[src/hdl/tcr_pkg.sv]
/*
 * shared constants, types and helpers for the timer capture/compare
 * register block.
 * assumes a 32-bit axi4-lite slave with byte registers in the low lane.
 */
package tcr_pkg;

    // register indices; byte address is four times the index
    localparam logic [7:0] IDX_CAP_LO  = 8'h22;
    localparam logic [7:0] IDX_CAP_HI  = 8'h23;
    localparam logic [7:0] IDX_CMPB_LO = 8'h24;
    localparam logic [7:0] IDX_CMPB_HI = 8'h25;
    localparam logic [7:0] IDX_FLAGS   = 8'h2a;
    localparam logic [7:0] IDX_EN      = 8'h2b;
    localparam logic [7:0] IDX_SYNC    = 8'h2c;
    localparam logic [7:0] IDX_EVT     = 8'h30;
    localparam logic [7:0] IDX_MASK    = 8'h31;

    // bit positions in flag, enable, event and mask bytes
    localparam int BIT_CAP  = 5;
    localparam int BIT_B    = 2;
    localparam int BIT_A    = 1;
    localparam int BIT_WRAP = 0;

    // bit positions in the sync control byte
    localparam int SYNC_BIT  = 7;
    localparam int RELOC_BIT = 1;
    localparam int CLR_BIT   = 0;

    // reset values
    localparam logic [15:0] RST_WORD = 16'h0000;
    localparam logic [3:0]  RST_SRC  = 4'h0;

    // waveform modes
    localparam logic [3:0]  MODE_NORMAL  = 4'h0;
    localparam logic [3:0]  MODE_CLR_A   = 4'h4;
    localparam logic [3:0]  MODE_CLR_CAP = 4'hc;
    localparam logic [15:0] COUNT_MAX    = 16'hffff;

    localparam logic [1:0] RESP_OKAY   = 2'b00;
    localparam logic [1:0] RESP_SLVERR = 2'b10;

    // internal source order: {capture, match b, match a, wrap}
    typedef struct packed {
        logic       wr;
        logic       rd;
        logic [7:0] idx;
        logic [7:0] wdata;
    } tcr_req_t;

    typedef enum logic [1:0] {RD_IDLE, RD_FETCH, RD_RESP} tcr_rd_state_t;

    function automatic logic [7:0] src_to_byte(input logic [3:0] s);
        logic [7:0] b;
        b = 8'h00;
        b[BIT_CAP]  = s[3];
        b[BIT_B]    = s[2];
        b[BIT_A]    = s[1];
        b[BIT_WRAP] = s[0];
        return b;
    endfunction

    function automatic logic [3:0] byte_to_src(input logic [7:0] b);
        return {b[BIT_CAP], b[BIT_B], b[BIT_A], b[BIT_WRAP]};
    endfunction

    function automatic logic idx_known(input logic [7:0] i);
        return i == IDX_CAP_LO || i == IDX_CAP_HI || i == IDX_CMPB_LO ||
               i == IDX_CMPB_HI || i == IDX_FLAGS || i == IDX_EN ||
               i == IDX_SYNC || i == IDX_EVT || i == IDX_MASK;
    endfunction

    function automatic logic uses_capture_top(input logic [3:0] m);
        return m == 4'h8 || m == 4'ha || m == MODE_CLR_CAP || m == 4'he;
    endfunction

endpackage

[src/hdl/tcr_axil_slave.sv]
/*
 * axi4-lite slave front end: turns reads, and writes with wstrb[0] set, into one-cycle
 * register requests and returns the byte read back in the low lane.
 * assumes rd_data_i is combinational on the request index.
 */
`timescale 1ns/1ps
module tcr_axil_slave (
    // clock and reset
    input  wire logic                core_clk,
    input  wire logic                arst_n,
    // write address, data and response
    input  wire logic         [11:0] s_axi_awaddr,
    input  wire logic                s_axi_awvalid,
    output logic                     s_axi_awready,
    input  wire logic         [31:0] s_axi_wdata,
    input  wire logic          [3:0] s_axi_wstrb,
    input  wire logic                s_axi_wvalid,
    output logic                     s_axi_wready,
    output logic               [1:0] s_axi_bresp,
    output logic                     s_axi_bvalid,
    input  wire logic                s_axi_bready,
    // read
    input  wire logic         [11:0] s_axi_araddr,
    input  wire logic                s_axi_arvalid,
    output logic                     s_axi_arready,
    output logic              [31:0] s_axi_rdata,
    output logic               [1:0] s_axi_rresp,
    output logic                     s_axi_rvalid,
    input  wire logic                s_axi_rready,
    // register side
    output tcr_pkg::tcr_req_t        req_o,
    input  wire logic          [7:0] rd_data_i
);
    logic [7:0]             aw_idx_q;
    logic [7:0]             ar_idx_q;
    logic [7:0]             wdata_q;
    logic                   wlane_q;
    logic                   aw_done_q;
    logic                   w_done_q;
    tcr_pkg::tcr_rd_state_t rd_st_q;
    logic                   do_wr;
    logic                   do_rd;

    assign do_wr = aw_done_q && w_done_q && !s_axi_bvalid;
    assign do_rd = rd_st_q == tcr_pkg::RD_FETCH;

    always_comb begin
        req_o.wr    = do_wr && wlane_q;
        req_o.rd    = do_rd;
        req_o.idx   = do_rd ? ar_idx_q : aw_idx_q;
        req_o.wdata = wdata_q;
    end

    always_ff @(posedge core_clk or negedge arst_n) begin
        if (!arst_n) begin
            s_axi_awready <= 1'b1;
            s_axi_wready  <= 1'b1;
            aw_done_q     <= 1'b0;
            w_done_q      <= 1'b0;
            aw_idx_q      <= 8'h00;
            wdata_q       <= 8'h00;
            wlane_q       <= 1'b0;
            s_axi_bvalid  <= 1'b0;
            s_axi_bresp   <= tcr_pkg::RESP_OKAY;
        end else begin
            if (s_axi_awvalid && s_axi_awready) begin
                aw_idx_q      <= s_axi_awaddr[9:2];
                aw_done_q     <= 1'b1;
                s_axi_awready <= 1'b0;
            end
            if (s_axi_wvalid && s_axi_wready) begin
                wdata_q      <= s_axi_wdata[7:0];
                wlane_q      <= s_axi_wstrb[0];
                w_done_q     <= 1'b1;
                s_axi_wready <= 1'b0;
            end
            if (do_wr) begin
                s_axi_bvalid <= 1'b1;
                s_axi_bresp  <= tcr_pkg::idx_known(aw_idx_q) ?
                                tcr_pkg::RESP_OKAY : tcr_pkg::RESP_SLVERR;
            end
            if (s_axi_bvalid && s_axi_bready) begin
                s_axi_bvalid  <= 1'b0;
                aw_done_q     <= 1'b0;
                w_done_q      <= 1'b0;
                s_axi_awready <= 1'b1;
                s_axi_wready  <= 1'b1;
            end
        end
    end

    always_ff @(posedge core_clk or negedge arst_n) begin
        if (!arst_n) begin
            rd_st_q       <= tcr_pkg::RD_IDLE;
            s_axi_arready <= 1'b1;
            ar_idx_q      <= 8'h00;
            s_axi_rvalid  <= 1'b0;
            s_axi_rdata   <= 32'h0000_0000;
            s_axi_rresp   <= tcr_pkg::RESP_OKAY;
        end else begin
            case (rd_st_q)
                tcr_pkg::RD_IDLE: begin
                    if (s_axi_arvalid) begin
                        ar_idx_q      <= s_axi_araddr[9:2];
                        s_axi_arready <= 1'b0;
                        rd_st_q       <= tcr_pkg::RD_FETCH;
                    end
                end
                tcr_pkg::RD_FETCH: begin
                    s_axi_rdata  <= {24'h000000, rd_data_i};
                    s_axi_rresp  <= tcr_pkg::idx_known(ar_idx_q) ?
                                    tcr_pkg::RESP_OKAY : tcr_pkg::RESP_SLVERR;
                    s_axi_rvalid <= 1'b1;
                    rd_st_q      <= tcr_pkg::RD_RESP;
                end
                tcr_pkg::RD_RESP: begin
                    if (s_axi_rready) begin
                        s_axi_rvalid  <= 1'b0;
                        s_axi_arready <= 1'b1;
                        rd_st_q       <= tcr_pkg::RD_IDLE;
                    end
                end
                default: begin
                    rd_st_q <= tcr_pkg::RD_IDLE;
                end
            endcase
        end
    end
endmodule

[src/hdl/tcr_sticky.sv]
/*
 * bank of sticky bits: hardware set wins over any clear in the same cycle.
 * assumes set and clear are single-cycle qualified pulses.
 */
`timescale 1ns/1ps
module tcr_sticky (
    // clock and reset
    input  wire logic       core_clk,
    input  wire logic       arst_n,
    // set and clear
    input  wire logic [3:0] set_i,
    input  wire logic [3:0] clr_i,
    // state
    output logic      [3:0] bits_q
);
    always_ff @(posedge core_clk or negedge arst_n) begin
        if (!arst_n) begin
            bits_q <= tcr_pkg::RST_SRC;
        end else begin
            bits_q <= set_i | (bits_q & ~clr_i);
        end
    end
endmodule

[src/hdl/tcr_top.sv]
/*
 * register part of a 16-bit timer: compare b value, capture value,
 * interrupt enables and flags, sync control, plus an event/mask
 * interrupt pair. the counter core and waveform unit sit outside and
 * hand over counter value, tick, mode and forced strobes.
 * assumes all inputs are synchronous to core_clk.
 */
// What this block does
// RULE_01: compare b is two byte registers, low at base, high at base+1.
// RULE_02: compare b is checked against the counter on each timer tick.
// RULE_03: a capture event copies the counter; source is pin or comparator.
// RULE_04: in capture-top modes the capture register gives the counter top.
// RULE_05: enables at bits 5,2,1,0; request needs enable, flag, global enable.
// RULE_06: flags sit at the same bit positions as their enables.
// RULE_07: capture flag on capture event, or on reaching top in top mode.
// RULE_08: match flags set on the tick after the counter equals compare.
// RULE_09: forced match strobes drive outputs but set no flag.
// RULE_10: wrap flag on overflow in normal and clr modes, else per mode.
// RULE_11: flags clear on vector execution or on a written one.
// RULE_12: prescaler clear bit resets prescaler and self-clears unless sync.
// RULE_13: in sync mode the prescaler clear value is kept, counter halted.
// RULE_14: writing sync mode zero clears prescaler clear, counting resumes.
// RULE_15: relocate bit picks the default or alternate timer pin set.
// RULE_16: unused bits of enables and flags read zero and ignore writes.
`timescale 1ns/1ps
module tcr_top (
    // clock and reset
    input  wire logic        core_clk,
    input  wire logic        arst_n,
    // axi4-lite slave
    input  wire logic [11:0] s_axi_awaddr,
    input  wire logic        s_axi_awvalid,
    output logic             s_axi_awready,
    input  wire logic [31:0] s_axi_wdata,
    input  wire logic  [3:0] s_axi_wstrb,
    input  wire logic        s_axi_wvalid,
    output logic             s_axi_wready,
    output logic       [1:0] s_axi_bresp,
    output logic             s_axi_bvalid,
    input  wire logic        s_axi_bready,
    input  wire logic [11:0] s_axi_araddr,
    input  wire logic        s_axi_arvalid,
    output logic             s_axi_arready,
    output logic      [31:0] s_axi_rdata,
    output logic       [1:0] s_axi_rresp,
    output logic             s_axi_rvalid,
    input  wire logic        s_axi_rready,
    // counter core
    input  wire logic        timer_tick,
    input  wire logic [15:0] counter_value,
    input  wire logic  [3:0] waveform_mode_sel,
    input  wire logic [15:0] compare_a_value,
    input  wire logic        core_wrap_evt,
    input  wire logic        force_match_a,
    input  wire logic        force_match_b,
    // capture sources
    input  wire logic        capture_pin_dflt,
    input  wire logic        capture_pin_alt,
    input  wire logic        comparator_out,
    input  wire logic        comparator_capture_sel,
    // cpu interrupt side
    input  wire logic        global_irq_en,
    input  wire logic  [3:0] vector_ack,
    // outputs to core, waveform unit and cpu
    output logic             prescaler_reset_q,
    output logic             pin_relocate_q,
    output logic             top_from_capture_q,
    output logic      [15:0] top_value_q,
    output logic      [15:0] capture_value_q,
    output logic             match_a_out_q,
    output logic             match_b_out_q,
    output logic       [3:0] irq_req_q,
    output logic             irq_q
);
    tcr_pkg::tcr_req_t req;
    logic [7:0]        rd_data;

    logic [15:0] compare_b_value_q;
    logic  [3:0] enables_q;
    logic  [3:0] evt_mask_q;
    logic        sync_hold_mode_q;
    logic        prescaler_clear_q;

    logic        match_a_pend_q;
    logic        match_b_pend_q;
    logic        cap_src_prev_q;

    logic  [3:0] flags;
    logic  [3:0] evt_status;
    logic  [3:0] src_set;
    logic  [3:0] flag_clr;
    logic  [3:0] evt_clr;

    logic        cap_src;
    logic        cap_edge;
    logic        cap_top;
    logic        cap_take;
    logic        set_cap;
    logic        set_a;
    logic        set_b;
    logic        set_wrap;
    logic        wr_sync;

    tcr_axil_slave u_bus (
        .core_clk      (core_clk),
        .arst_n        (arst_n),
        .s_axi_awaddr  (s_axi_awaddr),
        .s_axi_awvalid (s_axi_awvalid),
        .s_axi_awready (s_axi_awready),
        .s_axi_wdata   (s_axi_wdata),
        .s_axi_wstrb   (s_axi_wstrb),
        .s_axi_wvalid  (s_axi_wvalid),
        .s_axi_wready  (s_axi_wready),
        .s_axi_bresp   (s_axi_bresp),
        .s_axi_bvalid  (s_axi_bvalid),
        .s_axi_bready  (s_axi_bready),
        .s_axi_araddr  (s_axi_araddr),
        .s_axi_arvalid (s_axi_arvalid),
        .s_axi_arready (s_axi_arready),
        .s_axi_rdata   (s_axi_rdata),
        .s_axi_rresp   (s_axi_rresp),
        .s_axi_rvalid  (s_axi_rvalid),
        .s_axi_rready  (s_axi_rready),
        .req_o         (req),
        .rd_data_i     (rd_data)
    );

    // capture source selection and edge
    assign cap_src  = comparator_capture_sel ? comparator_out :      // [RULE_03]
                      pin_relocate_q ? capture_pin_alt :             // [RULE_15]
                      capture_pin_dflt;
    assign cap_edge = cap_src && !cap_src_prev_q;
    assign cap_top  = tcr_pkg::uses_capture_top(waveform_mode_sel);
    assign cap_take = cap_edge && !cap_top;

    always_ff @(posedge core_clk or negedge arst_n) begin
        if (!arst_n) begin
            cap_src_prev_q <= 1'b0;
        end else begin
            cap_src_prev_q <= cap_src;
        end
    end

    // flag set conditions
    assign set_cap  = cap_top ?
                      (timer_tick && counter_value == capture_value_q) :
                      cap_edge;                                      // [RULE_07]
    assign set_a    = timer_tick && match_a_pend_q;                  // [RULE_08]
    assign set_b    = timer_tick && match_b_pend_q;                  // [RULE_08]
    assign set_wrap = (waveform_mode_sel == tcr_pkg::MODE_NORMAL ||
                       waveform_mode_sel == tcr_pkg::MODE_CLR_A ||
                       waveform_mode_sel == tcr_pkg::MODE_CLR_CAP) ?
                      (timer_tick &&
                       counter_value == tcr_pkg::COUNT_MAX) :
                      core_wrap_evt;                                 // [RULE_10]
    // forced strobes are kept out of src_set
    assign src_set  = {set_cap, set_b, set_a, set_wrap};             // [RULE_09]

    // match found on one tick, flagged on the next
    always_ff @(posedge core_clk or negedge arst_n) begin
        if (!arst_n) begin
            match_a_pend_q <= 1'b0;
            match_b_pend_q <= 1'b0;
        end else if (timer_tick) begin
            match_a_pend_q <= counter_value == compare_a_value;
            match_b_pend_q <= counter_value == compare_b_value_q;    // [RULE_02]
        end
    end

    // waveform strobes: real match or forced
    always_ff @(posedge core_clk or negedge arst_n) begin
        if (!arst_n) begin
            match_a_out_q <= 1'b0;
            match_b_out_q <= 1'b0;
        end else begin
            match_a_out_q <= set_a || force_match_a;                 // [RULE_09]
            match_b_out_q <= set_b || force_match_b;                 // [RULE_09]
        end
    end

    // flag clears: vector ack or written one
    assign flag_clr = vector_ack |
                      ((req.wr && req.idx == tcr_pkg::IDX_FLAGS) ?
                       tcr_pkg::byte_to_src(req.wdata) : 4'h0);     // [RULE_11]
    assign evt_clr  = (req.rd && req.idx == tcr_pkg::IDX_EVT) ?
                      4'hf : 4'h0;

    tcr_sticky u_flags (
        .core_clk (core_clk),
        .arst_n   (arst_n),
        .set_i    (src_set),
        .clr_i    (flag_clr),
        .bits_q   (flags)
    );

    tcr_sticky u_events (
        .core_clk (core_clk),
        .arst_n   (arst_n),
        .set_i    (src_set),
        .clr_i    (evt_clr),
        .bits_q   (evt_status)
    );

    // compare b value, byte wide halves
    always_ff @(posedge core_clk or negedge arst_n) begin
        if (!arst_n) begin
            compare_b_value_q <= tcr_pkg::RST_WORD;
        end else if (req.wr) begin
            if (req.idx == tcr_pkg::IDX_CMPB_LO) begin
                compare_b_value_q[7:0] <= req.wdata;                 // [RULE_01]
            end
            if (req.idx == tcr_pkg::IDX_CMPB_HI) begin
                compare_b_value_q[15:8] <= req.wdata;                // [RULE_01]
            end
        end
    end

    // capture value: hardware capture beats a software write
    always_ff @(posedge core_clk or negedge arst_n) begin
        if (!arst_n) begin
            capture_value_q <= tcr_pkg::RST_WORD;
        end else if (cap_take) begin
            capture_value_q <= counter_value;                        // [RULE_03]
        end else if (req.wr && req.idx == tcr_pkg::IDX_CAP_LO) begin
            capture_value_q[7:0] <= req.wdata;
        end else if (req.wr && req.idx == tcr_pkg::IDX_CAP_HI) begin
            capture_value_q[15:8] <= req.wdata;
        end
    end

    // top value handed to the counter core
    always_ff @(posedge core_clk or negedge arst_n) begin
        if (!arst_n) begin
            top_from_capture_q <= 1'b0;
            top_value_q        <= tcr_pkg::COUNT_MAX;
        end else begin
            top_from_capture_q <= cap_top;                           // [RULE_04]
            top_value_q        <= cap_top ? capture_value_q :
                                  tcr_pkg::COUNT_MAX;                // [RULE_04]
        end
    end

    // enables and event mask
    always_ff @(posedge core_clk or negedge arst_n) begin
        if (!arst_n) begin
            enables_q  <= tcr_pkg::RST_SRC;
            evt_mask_q <= tcr_pkg::RST_SRC;
        end else if (req.wr) begin
            if (req.idx == tcr_pkg::IDX_EN) begin
                enables_q <= tcr_pkg::byte_to_src(req.wdata);        // [RULE_16]
            end
            if (req.idx == tcr_pkg::IDX_MASK) begin
                evt_mask_q <= tcr_pkg::byte_to_src(req.wdata);
            end
        end
    end

    // sync control: hold mode, relocate, prescaler clear
    assign wr_sync = req.wr && req.idx == tcr_pkg::IDX_SYNC;

    always_ff @(posedge core_clk or negedge arst_n) begin
        if (!arst_n) begin
            sync_hold_mode_q  <= 1'b0;
            pin_relocate_q    <= 1'b0;
            prescaler_clear_q <= 1'b0;
        end else if (wr_sync) begin
            sync_hold_mode_q  <= req.wdata[tcr_pkg::SYNC_BIT];
            pin_relocate_q    <= req.wdata[tcr_pkg::RELOC_BIT];      // [RULE_15]
            // kept only when hold mode is on after this write
            prescaler_clear_q <= req.wdata[tcr_pkg::CLR_BIT] &&
                                 req.wdata[tcr_pkg::SYNC_BIT];       // [RULE_14]
        end else if (!sync_hold_mode_q) begin
            prescaler_clear_q <= 1'b0;                               // [RULE_12]
        end
    end

    // prescaler reset: one pulse per write of the clear bit, held through hold mode
    always_ff @(posedge core_clk or negedge arst_n) begin
        if (!arst_n) begin
            prescaler_reset_q <= 1'b0;
        end else if (wr_sync) begin
            prescaler_reset_q <= req.wdata[tcr_pkg::CLR_BIT];        // [RULE_12]
        end else begin
            prescaler_reset_q <= prescaler_clear_q &&
                                 sync_hold_mode_q;                   // [RULE_13]
        end
    end

    // interrupt requests and summary line
    always_ff @(posedge core_clk or negedge arst_n) begin
        if (!arst_n) begin
            irq_req_q <= tcr_pkg::RST_SRC;
            irq_q     <= 1'b0;
        end else begin
            irq_req_q <= flags & enables_q &
                         {4{global_irq_en}};                         // [RULE_05]
            irq_q     <= |(evt_status & evt_mask_q);
        end
    end

    // read back, unused bits read zero
    always_comb begin
        case (req.idx)
            tcr_pkg::IDX_CAP_LO:  rd_data = capture_value_q[7:0];
            tcr_pkg::IDX_CAP_HI:  rd_data = capture_value_q[15:8];
            tcr_pkg::IDX_CMPB_LO: rd_data = compare_b_value_q[7:0];
            tcr_pkg::IDX_CMPB_HI: rd_data = compare_b_value_q[15:8];
            tcr_pkg::IDX_FLAGS:
                rd_data = tcr_pkg::src_to_byte(flags);               // [RULE_06]
            tcr_pkg::IDX_EN:
                rd_data = tcr_pkg::src_to_byte(enables_q);           // [RULE_05]
            tcr_pkg::IDX_EVT:
                rd_data = tcr_pkg::src_to_byte(evt_status);
            tcr_pkg::IDX_MASK:
                rd_data = tcr_pkg::src_to_byte(evt_mask_q);
            tcr_pkg::IDX_SYNC: begin
                rd_data = 8'h00;
                rd_data[tcr_pkg::SYNC_BIT]  = sync_hold_mode_q;
                rd_data[tcr_pkg::RELOC_BIT] = pin_relocate_q;
                rd_data[tcr_pkg::CLR_BIT]   = prescaler_clear_q;
            end
            default: rd_data = 8'h00;
        endcase
    end

endmodule

[config.mk]
export PLATFORM = sky130hd
export DESIGN_NAME = tcr_top
export DESIGN_NICKNAME = d
export VERILOG_FILES = /design/src/hdl/tcr_pkg.sv /design/src/hdl/tcr_axil_slave.sv /design/src/hdl/tcr_sticky.sv /design/src/hdl/tcr_top.sv
export SDC_FILE = /design/constraint.sdc
export NUM_CORES = 1
export LEC_CHECK = 0
export BUFFER_PORTS_ARGS = -buffer_cell sky130_fd_sc_hd__buf_2
export CORE_MARGIN = 3
export CORE_UTILIZATION = 47
export DETAILED_ROUTE_END_ITERATION = 6
export PLACE_DENSITY_LB_ADDON = 0.1
export SYNTH_ARGS = -nofsm -noshare
export SYNTH_HDL_FRONTEND = slang
export SYNTH_HIERARCHICAL = 1
export SYNTH_SLANG_ARGS = --single-unit
[constraint.sdc]
create_clock -name core_clk -period 2.7 [get_ports core_clk]
set_input_delay 0.27 -clock core_clk [delete_from_list [all_inputs] [get_ports core_clk]]
set_output_delay 0.27 -clock core_clk [all_outputs]
set_load 0.03 [all_outputs]
==> results_dict.tcl, run 1 <==
set metrics [dict create \
    htreeDepth 4 \
    first_global_vias 4538 \
    antenna_found_initial 0 \
    dr_total_vias 4490 \
    track_usage 0.221 \
    cts_tree "built" \
    rows 41 \
    post-route-period-util 0.958 \
    total_power_mw 7.12 \
    area_growth_pct 22.2 \
    io_pins 199 \
    seqPwrFrac 0.386 \
    swShare 0.347 \
    crit_buf_inv 0 \
    numCtsBuffers 17 \
    status "complete, no violations" \
    detail-route-antenna-nets 0 \
    critPathMostFrequentCell "mux2_2" \
    maxCapViolations 0 \
    clock_latency_ns 0.41 \
    synth-edff-count 0 \
    maxSlewHeadroom 0.508 \
    path_delay_family "simple AND/OR/NAND/NOR gates" \
    dp_hpwl_um 11800 \
    max-vdd-ir-drop_v 0.000547 \
    avgSynthCellArea_um2 11.8 \
    placed_cells_incl_taps 827 \
    synth_ff_type "dfrtp_1" \
    fill_cells 1124 \
    setup_viol 0 \
    pre_cts_slack_ns -0.0144 \
    fin_ws_ns 0.113 \
    die_y_um 122 \
    grt_pass1_wl_um 24600 \
    cp_data_required_time_ns 3.05 \
    core_um2 12800 \
    holdWs_ns 0.0348 \
    power-per-cell-area_nw_per_um2 928 \
    worst_setup_path_end_kind "register" \
    worst_pin_slew_ns 0.729 \
    netlist_instances 532 \
    final-hold-violation-count 0 \
    hold_class "input port to register" \
    slew_violations 0 \
    cts-root-buf "clkbuf_16" \
    start_kind "register" \
    crit_path_max_incr_delay_ns 0.60 \
    min_period_ns 2.59 \
    num_antenna_cells 0 \
    io_buffers 137 \
    setup_tns_ns 0 \
    wl_per_cell_um 18.3 \
    grt_setup_unrepaired "false" \
    dr.pass1.iters 4 \
    drcViolationCount 0 \
    critical_path_class "register to register" \
    yosysSeqAreaShare 0.494 \
    initial_utilization 0.490 \
    async_flop_share 1.00 \
    placed_area_um2 7090 \
    p_leak_nw 3.71 \
    ff_latch_area_um2 3100 \
    yosys_warnings 6 \
    p_sw_mw 2.47 \
    critPathArrivalTime_ns 2.94 \
    final_cell_area_um2 7670 \
    dr.first_iter.drc_count 256 \
    post-route-util 0.598 \
    wl_um 15800 \
    grt_start_max_net_pins 63 \
    synth_cell_type_count 53 \
    dieArea_um2 14800 \
    grt_overflow_total 0 \
    ys_ff_latch 123 \
    crit_slowest_cell "or4b_4" \
    synth_area_um2 6280 \
    multiInputGateArea_um2 2890 \
    clkPwrFrac 0.299 \
    timing.fmax_mhz 386 \
    die_w_um 122 \
    path_cells "nor2b_4 -> mux2_2 -> or4b_4 -> or3_1 -> o221ai_1 -> mux2_2" \
    internal_power_mw 4.65 \
    clk_pin_slew_worst_paths_ns 0.06 \
    fin_nets 792 \
    power_frac_comb 0.315 \
    cp_max_fo 5 \
    cts_buffer_depth 2 \
    finalClockSkew_ns 0.00845 \
    routabilityCongestion 0.815 \
    drive_gt1_frac 0.414 \
    viasPerCell 5.21 \
    cts_sinks 123 \
    final_cells 861 \
]
[power by group through the flow]
stage | Sequential, mW | Clock [mW] | Combinational, mW
6_report | 2.75 | 2.13 | 2.25
5_1_grt | 2.80 | 2.25 | 2.43
4_1_cts | 2.74 | 2.16 | 2.26
3_5_place_dp | 2.77 | 0 | 2.23
3_3_place_gp | 2.75 | 0 | 2.17
2_1_floorplan | 2.84 | 0 | 1.48
[metal layers]
| layer | up-vias | track usage | part of all wire |
|---|---|---|---|
| met2 | 165 | 0.356 | 0.48 |
| met4 | 0 | 0.0693 | 0.017 |
| met3 | 22 | 0.0520 | 0.068 |
| met1 | 2203 | 0.297 | 0.43 |
| li1 | 2100 | - | - |
| met5 | - | 0 | 0 |
[cell type report]
type,count,area share
Clock buffer,29,0.0665
Clock inverter,3,0.00522
Inverter,15,0.00734
Multi-Input combinational cell,363,0.377
Sequential cell,123,0.404
Tap cell,172,0.0280
Timing Repair Buffer,156,0.112
[worst paths after layout]
check	startpoint	to	slack, ns	cells past startpoint
worst min-delay path	s_axi_awvalid	u_bus/s_axi_awready$_DFFE_PN1P_	0.03	2
max in group asynchronous	arst_n	u_bus/s_axi_arready$_DFFE_PN1P_	1.56	3
worst min register to register	match_a_pend_q$_DFFE_PN0P_	match_a_pend_q$_DFFE_PN0P_	0.50	1
worst max register to register	u_bus/rd_st_q[1]$_DFFE_PN0P_	u_bus/s_axi_rdata[5]$_DFFE_PN0P_	0.11	6
worst max-delay path	u_bus/rd_st_q[1]$_DFFE_PN0P_	u_bus/s_axi_rdata[5]$_DFFE_PN0P_	0.11	6
min in group asynchronous	arst_n	capture_value_q[4]$_DFFE_PN0P_	0.32	2
[timing repair]
| action | 4_1_cts | 5_1_grt |
|---|---|---|
| setup endpoints to repair | 4 | 12 |
| resized for setup | 1 | 2 |
| hold buffers | 1 | 0 |
| setup buffers | 0 | 1 |
| endpoints found under the hold margin | 18 | 0 |
| pin swaps | 0 | 1 |
[cell usage after synthesis (all sizes together) (15+ instances only)]
library cell	n	area, um^2
nand2b	18	120
dfstp	19	499
nor2	23	96.4
xnor2	33	289
xor2	15	131
clkbuf	19	71.3
dfrtp	104	2600
a21oi	27	135
mux2i	35	350
mux2	69	803
inv	15	56.3
buf	37	267
[worst register-to-register path, stage by stage, from the launching register on]
cell	delay, ns
dfrtp_1	0.40
nor2b_4	0.20
mux2_2	0.39
or4b_4	0.60
or3_1	0.50
o221ai_1	0.25
mux2_2	0.19
[flip-flops by register name, summed over array words and instances, names as in the netlist, 2 cells and up]
signal	flops
enables_q	4
u_bus/s_axi_rdata	8
irq_req_q	4
top_value_q	16
compare_b_value_q	16
evt_mask_q	4
u_bus/aw_idx_q	8
u_bus/ar_idx_q	8
capture_value_q	16
u_bus/wdata_q	8
u_bus/rd_st_q	2
u_flags/bits_q	4
u_events/bits_q	4
[cell usage in the layout, fill, tap and decap left out, types with 5 or more instances in the layout]
cell,n
buf_2,136
mux2_4,7
nand2b_1,17
o21ai_0,6
clkbuf_16,17
nand3_1,7
nand2_1,12
nor2_1,21
a21o_1,14
nand4_1,14
nor4_1,6
nor2b_1,5
inv_1,15
xor2_1,15
dfstp_2,19
clkbuf_1,8
mux2_2,61
dfrtp_1,104
mux2i_1,35
conb_1,26
buf_4,17
a21oi_1,27
xnor2_1,33
[cells by family (layout without fill, tap and decap cells)]
group,Yosys count,count (layout),share of synthesized area
buffers and inverters,71,203,0.0628
AO/OA/AOI/OAI,68,68,0.0705
flip-flops,123,123,0.494
AND/OR/NAND/NOR,113,113,0.107
other,1,26,0.000597
multiplexers,108,108,0.198
XOR/XNOR,48,48,0.0669
(Power assumes the default switching activity.)
==> run 2: changes to the inputs <==
BUFFER_PORTS_ARGS = -buffer_cell sky130_fd_sc_hd__clkbuf_2   (was -buffer_cell sky130_fd_sc_hd__buf_2)
CORE_UTILIZATION = 45   (was 47)
==> results_dict.tcl, run 2 (synthesis results as in run 1) <==
set metrics [dict create \
    finalClockSkew_ns 0.00632 \
    dr.first_iter.drc_count 264 \
    min-delay-start "s_axi_wvalid" \
    routabilityCongestion 0.834 \
    io_buffers 137 \
    power_frac_comb 0.319 \
    drive_gt1_frac 0.421 \
    antenna_found_initial 0 \
    seqPwrFrac 0.394 \
    viasPerCell 5.21 \
    swShare 0.361 \
    die_y_um 124 \
    maxSlewHeadroom 0.481 \
    clk_pin_slew_worst_paths_ns 0.05 \
    grt_pass1_wl_um 24200 \
    final_cell_mix "clkbuf_2, dfrtp_1, mux2_2" \
    worst_pin_slew_ns 0.768 \
    wl_per_cell_um 18.1 \
    grt_start_max_net_pins 68 \
    initial_utilization 0.467 \
    fill_cells 1198 \
    timing.rr.end "u_bus/s_axi_rdata[3]$_DFFE_PN0P_" \
    dr_total_vias 4503 \
    detail-route-antenna-nets 0 \
    placed_cells_incl_taps 832 \
    cts_sinks 123 \
    post-route-period-util 0.948 \
    grt_overflow_total 0 \
    htreeDepth 4 \
    hold_class "input port to register" \
    drcViolationCount 0 \
    cts_tree "built" \
    critical_path_class "register to register" \
    multiInputGateArea_um2 2890 \
    power-per-cell-area_nw_per_um2 916 \
    dr.pass1.iters 4 \
    rows 42 \
    clock_latency_ns 0.42 \
    min_to "u_bus/s_axi_wready$_DFFE_PN1P_" \
    setup_tns_ns 0 \
    r2r_slack_ns 0.14 \
    worst_setup_path_end_kind "register" \
    core_um2 13500 \
    crit_path_max_incr_delay_ns 0.60 \
    maxCapViolations 0 \
    die_w_um 124 \
    track_usage 0.212 \
    first_global_vias 4466 \
    cts_buffer_depth 2 \
    numCtsBuffers 17 \
    dp_hpwl_um 11600 \
    max-vdd-ir-drop_v 0.000536 \
    worstHoldPathCells 2 \
    wl_um 15600 \
    p_sw_mw 2.52 \
    ff_latch_area_um2 3100 \
    path_delay_family "simple AND/OR/NAND/NOR gates" \
    crit_slowest_cell "or4b_4" \
    cp.depth 6 \
    status "complete, no violations" \
    cp_max_fo 5 \
    p_leak_nw 3.72 \
    reg2reg_from "u_bus/rd_st_q[1]$_DFFE_PN0P_" \
    fin_nets 792 \
    timing.fmax_mhz 391 \
    io_pins 199 \
    num_antenna_cells 0 \
    cp_data_required_time_ns 3.06 \
    grt_setup_unrepaired "false" \
    critPathMostFrequentCell "mux2_2" \
    r2r_cells 6 \
    final_cells 865 \
    mostFrequentLayoutCell "clkbuf_2" \
    slew_violations 0 \
    area_growth_pct 21.6 \
    start_kind "register" \
    setup_viol 0 \
    reg_top3 "capture_value_q (16), compare_b_value_q (16), top_value_q (16)" \
    path_cells "nor2b_4 -> mux2_2 -> or4b_4 -> or3_1 -> o32ai_1 -> mux2_2" \
    critPathArrivalTime_ns 2.92 \
    final-hold-violation-count 0 \
    clkPwrFrac 0.287 \
    cts-root-buf "clkbuf_16" \
    min_period_ns 2.56 \
    dieArea_um2 15400 \
    internal_power_mw 4.47 \
    crit_buf_inv 0 \
]
[run 2: how the worst max path moves through the flow]
stage | startpoint | endpoint | slack [ns]
final | u_bus/rd_st_q[1]$_DFFE_PN0P_ | u_bus/s_axi_rdata[3]$_DFFE_PN0P_ | 0.14
after global routing | u_bus/rd_st_q[1]$_DFFE_PN0P_ | u_flags/bits_q[0]$_DFF_PN0_ | 0.05
after CTS | u_bus/rd_st_q[1]$_DFFE_PN0P_ | u_bus/s_axi_rdata[3]$_DFFE_PN0P_ | 0.07
after detailed placement | u_bus/rd_st_q[1]$_DFFE_PN0P_ | u_bus/s_axi_rdata[3]$_DFFE_PN0P_ | 0.08
after global placement | u_bus/rd_st_q[1]$_DFFE_PN0P_ | u_bus/s_axi_rdata[3]$_DFFE_PN0P_ | 0.12
after floorplan | u_bus/rd_st_q[1]$_DFFE_PN0P_ | u_bus/s_axi_rdata[2]$_DFFE_PN0P_ | 0.13
[run 2: final cells by class]
class                           count  share of cell area
Timing Repair Buffer              156               0.111
Multi-Input combinational cell    363               0.378
Clock buffer                       20              0.0585
Tap cell                          176              0.0288
Clock inverter                     12             0.00983
Inverter                           15             0.00738
Sequential cell                   123               0.406
[run 2: per-stage QoR]
| stage | instance area [um^2] | setup WS (ns) | hold WS, ns | util | power (mW) |
|---|---|---|---|---|---|
| after floorplan | 6370 | 0.129 | -0.0256 | - | 4.32 |
| after global placement | 7090 | 0.119 | 0.229 | 0.527 | 4.93 |
| after detailed placement | 7090 | 0.0820 | 0.240 | 0.527 | 5.00 |
| after CTS | 7620 | 0.0708 | 0.0170 | 0.567 | 7.03 |
| after global routing | 7630 | 0.0483 | 0.0146 | 0.567 | 7.39 |
| final | 7630 | 0.140 | 0.0336 | 0.567 | 6.99 |
[run 2: power by group through the flow]
stage / Sequential, mW / Clock, mW / Combinational, mW
2_1_floorplan: 2.84 / 0 / 1.48
3_3_place_gp: 2.76 / 0 / 2.17
3_5_place_dp: 2.78 / 0 / 2.22
4_1_cts: 2.75 / 2.05 / 2.23
5_1_grt: 2.81 / 2.15 / 2.42
6_report: 2.76 / 2.00 / 2.23
[run 2: repair_timing]
item	4_1_cts	5_1_grt
setup buffers	0	0
endpoints found under the hold margin	21	0
hold buffers	1	0
gates resized for setup	0	2
setup endpoints to repair	0	19
[run 2: routing by layer]
layer	wire length (um)	up-vias	part of all wire	global-route usage
li1	-	2108	-	-
met1	6930	2212	0.44	0.283
met2	7330	161	0.47	0.339
met3	1090	22	0.070	0.0513
met4	289	0	0.018	0.0773
met5	0	-	0	0
==> run 3: changes to the inputs <==
PLACE_DENSITY = 0.75   (was default)
PLACE_DENSITY_LB_ADDON = default   (was 0.1)
==> results_dict.tcl, run 3 (synthesis results as in run 1) <==
set metrics [dict create \
    first_global_vias 4747 \
    grt_start_max_net_pins 71 \
    area_growth_pct 22.9 \
    track_usage 0.212 \
    initial_utilization 0.467 \
    wl_per_cell_um 18.3 \
    dp_hpwl_um 12000 \
    io_pins 199 \
    dr.first_iter.drc_count 283 \
    fill_cells 1156 \
    die_y_um 124 \
    htreeDepth 4 \
    finalClockSkew_ns 0.00876 \
    numCtsBuffers 17 \
    placed_area_um2 7070 \
    clock_latency_ns 0.41 \
    final-hold-violation-count 0 \
    routabilityCongestion 0.851 \
    power-per-cell-area_nw_per_um2 948 \
    ff_latch_area_um2 3100 \
    status "complete, no violations" \
    maxSlewHeadroom 0.646 \
    die_w_um 124 \
    detail-route-antenna-nets 0 \
    viasPerCell 5.28 \
    worst_setup_path_end_kind "register" \
    grt_setup_unrepaired "false" \
    mostFrequentLayoutCell "clkbuf_2" \
    critical_path_class "register to register" \
    cp_max_fo 5 \
    wl_um 15800 \
    core_um2 13500 \
    dr.pass1.iters 5 \
    path_delay_family "simple AND/OR/NAND/NOR gates" \
    max-vdd-ir-drop_v 0.000608 \
    grt_overflow_total 0 \
    clk_pin_slew_worst_paths_ns 0.05 \
    cts_tree "built" \
    placed_cells_incl_taps 829 \
    setup_viol 0 \
    path_cells "nor2b_4 -> mux2_2 -> or4b_4 -> or3_1 -> o32ai_1 -> mux2_2" \
    num_antenna_cells 0 \
    fin_ws_ns 0.0984 \
    total_power_mw 7.31 \
    rows 42 \
    timing.fmax_mhz 384 \
    p_leak_nw 3.76 \
    min_period_ns 2.60 \
    cts-root-buf "clkbuf_16" \
    fin_nets 789 \
    cts_buffer_depth 2 \
    antenna_found_initial 0 \
    final_cell_area_um2 7720 \
    multiInputGateArea_um2 2900 \
    holdWs_ns 0.0485 \
    pre_cts_slack_ns -0.112 \
    drcViolationCount 0 \
    io_buffers 137 \
    grt_pass1_wl_um 24500 \
    worst_pin_slew_ns 0.526 \
    hold_class "input port to register" \
    crit_buf_inv 0 \
    critPathArrivalTime_ns 2.95 \
    final_cells 862 \
    dieArea_um2 15400 \
    post-route-period-util 0.964 \
    cts_sinks 123 \
    drive_gt1_frac 0.420 \
    start_kind "register" \
    maxCapViolations 0 \
    reg_top3 "capture_value_q (16), compare_b_value_q (16), top_value_q (16)" \
    cp_data_required_time_ns 3.05 \
    crit_slowest_cell "or4b_4" \
    final_cell_mix "clkbuf_2, dfrtp_1, mux2_2" \
    slew_violations 0 \
    critPathMostFrequentCell "mux2_2" \
    dr_total_vias 4549 \
    crit_path_max_incr_delay_ns 0.60 \
]
## run 3: layer usage
layer / GRT usage / vias to the layer above / wire (um)
li1: - / 2098 / -
met1: 0.266 / 2250 / 6470
met2: 0.353 / 182 / 7940
met3: 0.0559 / 19 / 1150
met4: 0.0767 / 0 / 221
met5: 0 / - / 0
## run 3: report_power, final
| group | total [mW] | internal [mW] | switching [mW] |
|---|---|---|---|
| sequential | 2.74 | 2.26 | 0.478 |
| clock | 2.35 | 1.57 | 0.778 |
| combinational | 2.23 | 1.01 | 1.22 |
## run 3: path summary, 6_finish.rpt
path	start	endpoint	slack, ns	cells after the start
min in group asynchronous	arst_n	u_bus/s_axi_bvalid$_DFFE_PN0P_	0.38	2
setup reg to reg	u_bus/rd_st_q[1]$_DFFE_PN0P_	u_bus/s_axi_rdata[3]$_DFFE_PN0P_	0.1	6
setup / recovery	u_bus/rd_st_q[1]$_DFFE_PN0P_	u_bus/s_axi_rdata[3]$_DFFE_PN0P_	0.1	6
hold reg to reg	u_bus/wlane_q$_DFFE_PN0P_	u_bus/wlane_q$_DFFE_PN0P_	0.50	1
max in group asynchronous	arst_n	u_bus/s_axi_arready$_DFFE_PN1P_	1.53	3
hold / removal	s_axi_wvalid	u_bus/s_axi_wready$_DFFE_PN1P_	0.05	2
## run 3: repair_timing
action                     CTS  global route
hold buffers                 1             0
hold endpoints to repair    22             0
setup endpoints to repair    4             9
pin swaps                    0             0
resized for setup            1             3
setup buffers                0             0
## run 3: per-stage QoR
step | TNS (ns) | util
6_report | 0 | 0.574
5_1_grt | 0 | 0.574
4_1_cts | 0 | 0.572
3_5_place_dp | -0.362 | 0.525
3_3_place_gp | -0.0231 | 0.525
2_1_floorplan | 0 | -
## run 3: final cells by class
class                   instances  area share
clock buffers                  25      0.0655
clock inverters                 7      0.0143
inverters                      15     0.00730
multi-input cells             363       0.376
flip-flops and latches        123       0.402
well taps                     176      0.0285
repair buffers                153       0.107
